--- config.mk ---
export PLATFORM = sky130hd
export DESIGN_NAME = host_functional_state_control
export DESIGN_NICKNAME = d
export VERILOG_FILES = /design/src/logic/host_mode_pkg.sv /design/src/logic/reset_sync.sv /design/src/logic/tick_divider.sv /design/src/logic/host_functional_state_control.sv
export SDC_FILE = /design/constraint.sdc
export NUM_CORES = 1
export LEC_CHECK = 0
export BUFFER_PORTS_ARGS = -buffer_cell sky130_fd_sc_hd__buf_4
export CORE_AREA = 2 2 97 99
export DETAILED_ROUTE_END_ITERATION = 6
export DIE_AREA = 0 0 99 101
export PLACE_DENSITY = 0.69
export SYNTH_ARGS = -nofsm -noshare
export SYNTH_HDL_FRONTEND = slang
export SYNTH_HIERARCHICAL = 1
export SYNTH_SLANG_ARGS = --single-unit
--- constraint.sdc ---
create_clock -name clk_i -period 3.1 [get_ports clk_i]
set_input_delay 0.62 -clock clk_i [delete_from_list [all_inputs] [get_ports clk_i]]
set_output_delay 0.62 -clock clk_i [all_outputs]
set_load 0.005 [all_outputs]
--- src/logic/host_mode_pkg.sv ---
// Constants, encodings and field layout of the host operating-mode control block.
// Functional notes
// - 32-bit mode register, read by command 01, written by command 81.
// - Only software writes and the two resets change the remote wake enable bit.
// - Wake enable is bit 10; wake signalled when set with resume detected.
// - Wake enable never influences hardware interrupt generation.
// - Wake connected is bit 9; hardware reset clears it, software reset keeps it.
// - Operational is 10B; frame starts begin 1 ms after entering operational.
// - Hardware changes the functional state only while it holds suspend, 11B.
// - From suspend, hardware moves to resume, 01B, on downstream resume signaling.
// - Software or hardware reset puts the functional state to reset, 00B.
// - Hardware reset alone resets the root hub and drives downstream bus reset.
package host_mode_pkg;

  localparam int          REG_WIDTH      = 32;
  localparam int          CMD_WIDTH      = 8;
  localparam logic [7:0]  CMD_MODE_READ  = 8'h01;
  localparam logic [7:0]  CMD_MODE_WRITE = 8'h81;

  localparam int          BIT_WAKE_EN    = 10;
  localparam int          BIT_WAKE_CONN  = 9;
  localparam int          FS_LSB         = 6;
  localparam int          FS_MSB         = 7;
  localparam logic [31:0] MODE_RESET     = 32'h0000_0000;

  localparam int          CLK_HZ         = 50_000_000;
  localparam int          MS_PER_S       = 1000;
  localparam int          SOF_DELAY_MS   = 1;
  localparam int          BUS_RESET_MS   = 10;
  localparam int          CYCLES_PER_MS  = CLK_HZ / MS_PER_S;
  localparam int          MS_CNT_WIDTH   = 16;

  typedef enum logic [1:0] {
    bus_reset_state       = 2'b00,
    bus_resume_state      = 2'b01,
    bus_operational_state = 2'b10,
    bus_suspend_state     = 2'b11
  } func_state_t;

endpackage

--- src/logic/reset_sync.sv ---
// Two-stage release synchroniser for the asynchronous active-low reset.
`timescale 1ns/1ps
`default_nettype none
module reset_sync (
  input  wire logic clk_i,
  input  wire logic reset_n_i,
  output var  logic reset_n_o
);

  logic stage1;
  logic stage2;

  // Assertion is immediate, release waits two edges so no flop sees a runt release.
  always_ff @(posedge clk_i or negedge reset_n_i) begin
    if (!reset_n_i) begin
      stage1 <= 1'b0;
      stage2 <= 1'b0;
    end else begin
      stage1 <= 1'b1;
      stage2 <= stage1;
    end
  end

  assign reset_n_o = stage2;

endmodule
`default_nettype wire

--- src/logic/tick_divider.sv ---
// Restartable divider that gives a one-cycle enable pulse every DIV clock cycles.
`timescale 1ns/1ps
`default_nettype none
module tick_divider #(
  parameter int DIV = 50_000
) (
  input  wire logic clk_i,
  input  wire logic reset_n_i,
  input  wire logic clear_i,
  input  wire logic enable_i,
  output var  logic tick_o
);

  localparam int CW = $clog2(DIV + 1);

  logic [CW-1:0] count;
  logic [CW-1:0] next_count;
  logic          next_tick;

  generate
    if (DIV < 2) begin : g_bad_div
      $error("tick_divider needs DIV of at least 2");
    end
  endgenerate

  always_comb begin
    next_count = count;
    next_tick  = 1'b0;
    if (clear_i) begin
      next_count = '0;
    end else if (enable_i) begin
      if (count == CW'(DIV - 1)) begin
        next_count = '0;
        next_tick  = 1'b1;
      end else begin
        next_count = count + 1'b1;
      end
    end
  end

  always_ff @(posedge clk_i or negedge reset_n_i) begin
    if (!reset_n_i) begin
      count  <= '0;
      tick_o <= 1'b0;
    end else begin
      count  <= next_count;
      tick_o <= next_tick;
    end
  end

endmodule
`default_nettype wire

--- src/logic/host_functional_state_control.sv ---
// Operating-mode control register and functional state sequencing of the host controller.
`timescale 1ns/1ps
`default_nettype none
module host_functional_state_control #(
  parameter int CYCLES_PER_MS = host_mode_pkg::CYCLES_PER_MS,
  parameter int BUS_RESET_MS  = host_mode_pkg::BUS_RESET_MS
) (
  input  wire logic                                  clk_i,
  input  wire logic                                  reset_n_i,
  input  wire logic                                  cmd_valid_i,
  input  wire logic [host_mode_pkg::CMD_WIDTH-1:0]   cmd_code_i,
  input  wire logic [host_mode_pkg::REG_WIDTH-1:0]   cmd_wdata_i,
  output var  logic [host_mode_pkg::REG_WIDTH-1:0]   cmd_rdata_o,
  output var  logic                                  cmd_rvalid_o,
  input  wire logic                                  soft_reset_i,
  input  wire logic                                  port_resume_i,
  input  wire logic                                  resume_detect_flag_i,
  output var  logic                                  remote_wakeup_o,
  output var  logic                                  remote_wake_enable_o,
  output var  logic                                  remote_wake_connected_o,
  output var  logic [1:0]                            host_functional_state_o,
  output var  logic                                  sof_enable_o,
  output var  logic                                  frame_start_flag_set_o,
  output var  logic                                  root_hub_reset_o,
  output var  logic                                  port_bus_reset_o
);
  import host_mode_pkg::*;

  generate
    if (CYCLES_PER_MS < 2) begin : g_bad_ms
      $error("CYCLES_PER_MS must be at least 2");
    end
    if (BUS_RESET_MS < 1 || BUS_RESET_MS >= (1 << MS_CNT_WIDTH)) begin : g_bad_bus_reset
      $error("BUS_RESET_MS must fit the millisecond counter and be at least 1");
    end
  endgenerate

  //////////////////////////////////////////////////////////////////////////////
  // Reset release and millisecond timebases.

  logic rst_n;
  logic sof_tick;
  logic bus_tick;
  logic sof_wait;
  logic sof_entry;

  reset_sync u_reset_sync (
    .clk_i     (clk_i),
    .reset_n_i (reset_n_i),
    .reset_n_o (rst_n)
  );

  tick_divider #(
    .DIV (CYCLES_PER_MS * SOF_DELAY_MS)
  ) u_sof_delay (
    .clk_i     (clk_i),
    .reset_n_i (rst_n),
    .clear_i   (sof_entry),
    .enable_i  (sof_wait),
    .tick_o    (sof_tick)
  );

  tick_divider #(
    .DIV (CYCLES_PER_MS)
  ) u_bus_reset_ms (
    .clk_i     (clk_i),
    .reset_n_i (rst_n),
    .clear_i   (1'b0),
    .enable_i  (port_bus_reset_o),
    .tick_o    (bus_tick)
  );

  //////////////////////////////////////////////////////////////////////////////
  // Operating-mode register.

  func_state_t fs;
  func_state_t next_fs;
  logic        wake_en;
  logic        next_wake_en;
  logic        wake_conn;
  logic        next_wake_conn;
  logic        wr_hit;
  logic        rd_hit;
  logic [31:0] mode_word;

  assign wr_hit = cmd_valid_i && (cmd_code_i == CMD_MODE_WRITE);
  assign rd_hit = cmd_valid_i && (cmd_code_i == CMD_MODE_READ);

  // Reserved positions are never stored, so they always read back as zero.
  always_comb begin
    mode_word                  = MODE_RESET;
    mode_word[BIT_WAKE_EN]     = wake_en;
    mode_word[BIT_WAKE_CONN]   = wake_conn;
    mode_word[FS_MSB:FS_LSB]   = fs;
  end

  // A software write has priority over the hardware suspend-to-resume move, as the
  // driver's explicit choice of state should not be overwritten in the same cycle.
  always_comb begin
    next_fs        = fs;
    next_wake_en   = wake_en;
    next_wake_conn = wake_conn;
    if (soft_reset_i) begin
      next_fs      = bus_reset_state;
      next_wake_en = 1'b0;
    end else if (wr_hit) begin
      next_fs        = func_state_t'(cmd_wdata_i[FS_MSB:FS_LSB]);
      next_wake_en   = cmd_wdata_i[BIT_WAKE_EN];
      next_wake_conn = cmd_wdata_i[BIT_WAKE_CONN];
    end else if (fs == bus_suspend_state && port_resume_i) begin
      next_fs = bus_resume_state;
    end
  end

  always_ff @(posedge clk_i or negedge rst_n) begin
    if (!rst_n) begin
      fs        <= bus_reset_state;
      wake_en   <= 1'b0;
      wake_conn <= 1'b0;
    end else begin
      fs        <= next_fs;
      wake_en   <= next_wake_en;
      wake_conn <= next_wake_conn;
    end
  end

  //////////////////////////////////////////////////////////////////////////////
  // Register read port.

  logic [31:0] next_rdata;
  logic        next_rvalid;

  always_comb begin
    next_rdata  = cmd_rdata_o;
    next_rvalid = 1'b0;
    if (rd_hit) begin
      next_rdata  = mode_word;
      next_rvalid = 1'b1;
    end
  end

  always_ff @(posedge clk_i or negedge rst_n) begin
    if (!rst_n) begin
      cmd_rdata_o  <= MODE_RESET;
      cmd_rvalid_o <= 1'b0;
    end else begin
      cmd_rdata_o  <= next_rdata;
      cmd_rvalid_o <= next_rvalid;
    end
  end

  //////////////////////////////////////////////////////////////////////////////
  // Delayed start of frame generation.

  func_state_t fs_prev;
  logic        next_sof_wait;
  logic        next_sof_enable;
  logic        next_frame_set;

  assign sof_entry = (fs == bus_operational_state) && (fs_prev != bus_operational_state);

  // Leaving operational stops frames on the next clock edge, and the delay restarts on each entry.
  always_comb begin
    next_sof_wait   = sof_wait;
    next_sof_enable = sof_enable_o;
    next_frame_set  = 1'b0;
    if (fs != bus_operational_state) begin
      next_sof_wait   = 1'b0;
      next_sof_enable = 1'b0;
    end else if (sof_entry) begin
      next_sof_wait   = 1'b1;
      next_sof_enable = 1'b0;
    end else if (sof_wait && sof_tick) begin
      next_sof_wait   = 1'b0;
      next_sof_enable = 1'b1;
      next_frame_set  = 1'b1;
    end
  end

  always_ff @(posedge clk_i or negedge rst_n) begin
    if (!rst_n) begin
      fs_prev                <= bus_reset_state;
      sof_wait               <= 1'b0;
      sof_enable_o           <= 1'b0;
      frame_start_flag_set_o <= 1'b0;
    end else begin
      fs_prev                <= fs;
      sof_wait               <= next_sof_wait;
      sof_enable_o           <= next_sof_enable;
      frame_start_flag_set_o <= next_frame_set;
    end
  end

  //////////////////////////////////////////////////////////////////////////////
  // Hardware reset follow-up on the root hub and downstream ports.

  logic [MS_CNT_WIDTH-1:0] bus_ms;
  logic [MS_CNT_WIDTH-1:0] next_bus_ms;
  logic                    next_hub_reset;
  logic                    next_port_reset;

  // Software reset does not reach here: only the hardware reset loads these flops.
  always_comb begin
    next_hub_reset  = 1'b0;
    next_port_reset = port_bus_reset_o;
    next_bus_ms     = bus_ms;
    if (port_bus_reset_o && bus_tick) begin
      if (bus_ms == MS_CNT_WIDTH'(BUS_RESET_MS - 1)) begin
        next_port_reset = 1'b0;
        next_bus_ms     = '0;
      end else begin
        next_bus_ms = bus_ms + 1'b1;
      end
    end
  end

  always_ff @(posedge clk_i or negedge rst_n) begin
    if (!rst_n) begin
      root_hub_reset_o <= 1'b1;
      port_bus_reset_o <= 1'b1;
      bus_ms           <= '0;
    end else begin
      root_hub_reset_o <= next_hub_reset;
      port_bus_reset_o <= next_port_reset;
      bus_ms           <= next_bus_ms;
    end
  end

  //////////////////////////////////////////////////////////////////////////////
  // Status outputs.

  // The wake request is a separate output; the interrupt path never looks at the enable.
  assign remote_wakeup_o         = wake_en && resume_detect_flag_i;
  assign remote_wake_enable_o    = wake_en;
  assign remote_wake_connected_o = wake_conn;
  assign host_functional_state_o = fs;

endmodule
`default_nettype wire

==> impl_metrics.yaml <==
setup_path:
  crit_arrival_ns: 2.40
  cp_max_fo: 17
  r2r_start: "port_bus_reset_o"
  worst-setup-path-type: "flip-flop to flip-flop"
  ff2ff_setup_slack_ns: 0.96
  r2r-end: "u_bus_reset_ms/count[12]"
  reg2reg_depth: 4
  critPathLaunchType: "flip-flop"
  end_kind: "flip-flop"
  worstPathRequired_ns: 3.36
global_routing:
  grt_usage_pct: 14.16
  antenna_found_initial: 0
  grt_first_pass_wirelength_um: 11530
  grt_pass1_vias: 2466
  overflow: 0
  grt_max_degree: 45
floorplanning:
  pin_count: 88
  row_count: 35
  initial_utilization_pct: 38.97
  die_h_um: 101
  core-area_um2: 8977
  fp.dieArea_um2: 9999
  die_w_um: 99
routing:
  wl_per_cell_um: 13.09
  drcViolationCount: 0
  drt_first_iter_violations: 79
  first_pass_iters: 4
  vias: 2512
  wirelength_um: 6569
  postRouteAntennaNets: 0
  routed_via_density: 5.004
placement:
  hpwl_um: 4628
  pre_cts_slack_ns: 0.9874
  place.gp.congestion: 0.8387
  portBuffers: 31
  dp_cells: 486
synthesis:
  netlist_area_um2: 3498
  ys_ff_latch: 68
  ys.flop_type: "dfrtp_1"
  yosysTopAreaCell: "dfrtp_1"
  yosysMostFrequentCell: "dfrtp_1"
  synth_edf_count: 0
  synth_commonest_cells: "dfrtp_1 (66), nor2_1 (39), buf_4 (28)"
  synth-async-reset-ratio_pct: 100.0
  synth.distinct_cells: 42
  seq_area_frac_synth_pct: 48.71
  synth_top_area_share_pct: 47.21
  synth_area_leaders: "dfrtp_1 (47%), buf_4 (6.0%), xnor2_1 (5.3%)"
  syn_inst: 343
  ys_warn_count: 6
  synth.avg_cell_area_um2: 10.20
sta:
  period_needed_ns: 2.141
  whs_ns: 0.04266
  setup_slack_ns: 0.9592
  worst_slew_pin_slew_ns: 0.6342
  fin_crit_sh_pct: 69.06
  max_freq_mhz: 467.1
  relSlewSlack_pct: 57.33
  rsz0062_at_grt: "no"
  tns_ns: 0
  fin_skew_ns: 0.01215
  maxSlewViolCount: 0
  hold_viol: 0
  finalSetupViolations: 0
clock_network:
  path_clk_slew_ns: 0.08
  clock_path_buffers: 2
  numCtsBuffers: 9
  root_buffer: "clkbuf_8"
  clkSinkCount: 68
  cts_resized: 0
  cts_tree: "done"
  cts_setup_buffers: 0
  cts-hold-fix-buffers: 0
  cts.htree.levels: 3
  clock_latency_ns: 0.34
min_path:
  min_path_type: "input pin to asynchronous set/reset pin"
finish:
  area_delta_synth_final_pct: 14.27
  layout-drive-gt1-share_pct: 16.37
  fin_nets: 436
  antennaDiodeCount: 0
  stdcell_count: 502
pwr:
  totalPowerFinal_mw: 1.809
  ir_drop_mv: 0.3351
  leakage_nw: 1.767
  power.density_nw_per_um2: 452.5
run_status:
  status: "completed"
job:
  drv_cap: 0
==> layer usage <==
metal	track usage, %	share of wire (%)
met4	3.583	0.90
met2	23.70	51
met1	17.90	46
met5	0	0
met3	4.438	2.7
==> layout make-up <==
cell class              instances  area, um^2
repair buffers                 33       247.7
flip-flops and latches         68        1705
fillers                       840        4980
inverters                       5       18.77
clock buffers                   9       123.9
multi-input cells             269        1664
clock inverters                 7       98.84
well taps                     111       138.9
==> worst max-delay path, cell delays in order, from the launching register on <==
cell     delay (ns)
dfstp_2        0.73
inv_1          0.23
or4_1          0.61
or3_1          0.33
a21oi_1        0.16
==> stage by stage <==
stage | instance area, um^2 | utilization [%]
5_1_grt | 3998 | 44.53
3_3_place_gp | 3775 | 42.05
6_report | 3998 | 44.53
2_1_floorplan | 3630 | -
4_1_cts | 3998 | 44.53
3_5_place_dp | 3775 | 42.05
==> how the worst max path moves through the flow <==
stage / from / to / depth (start not counted)
2_1_floorplan: u_reset_sync/reset_n_o / bus_ms[0] / 0
3_3_place_gp: u_bus_reset_ms/count[10] / u_bus_reset_ms/count[3] / 4
3_5_place_dp: port_bus_reset_o / u_bus_reset_ms/count[12] / 4
4_1_cts: port_bus_reset_o / u_bus_reset_ms/count[12] / 4
5_1_grt: sof_wait / u_sof_delay/count[12] / 4
6_report: port_bus_reset_o / u_bus_reset_ms/count[12] / 4
==> logic make-up after synthesis <==
logic type	Yosys count	synth area share, %
multiplexers	9	2.790
other	2	0.2147
buffers and inverters	41	7.475
XOR/XNOR	33	8.262
adder cells (fa/ha/maj)	4	1.431
AND/OR/NAND/NOR	155	24.89
flip-flops	68	48.71
AO/OA/AOI/OAI	31	6.223
==> sequential cells by signal (all words and copies together) (netlist names), 2 cells and up <==
signal,count
u_sof_delay/count,16
cmd_rdata_o,4
host_functional_state_o,2
bus_ms,16
u_bus_reset_ms/count,16
fs_prev,2
==> cell usage in the layout (no fill, tap or decap), types with 3 or more instances in the layout <==
cell type,count
nand3_1,15
xor2_1,12
or4_1,7
dfrtp_1,65
o21ai_0,4
buf_4,33
nand4_1,13
nand3b_1,11
xnor2_1,21
nor4_1,8
clkbuf_8,9
mux2i_1,3
nand2_1,22
nor4b_1,3
conb_1,37
nand2b_1,5
o2111ai_1,4
inv_1,5
nor3_1,8
ha_1,4
nor2_1,39
mux2_2,6
or4b_1,4
or3_1,4
a21oi_1,13
nor2b_1,4
==> report_power, final <==
part	switching, mW	internal, mW
Sequential	0.0203	0.901
Combinational	0.0406	0.0323
Clock	0.356	0.458
Power figures use the tool's default switching activity.
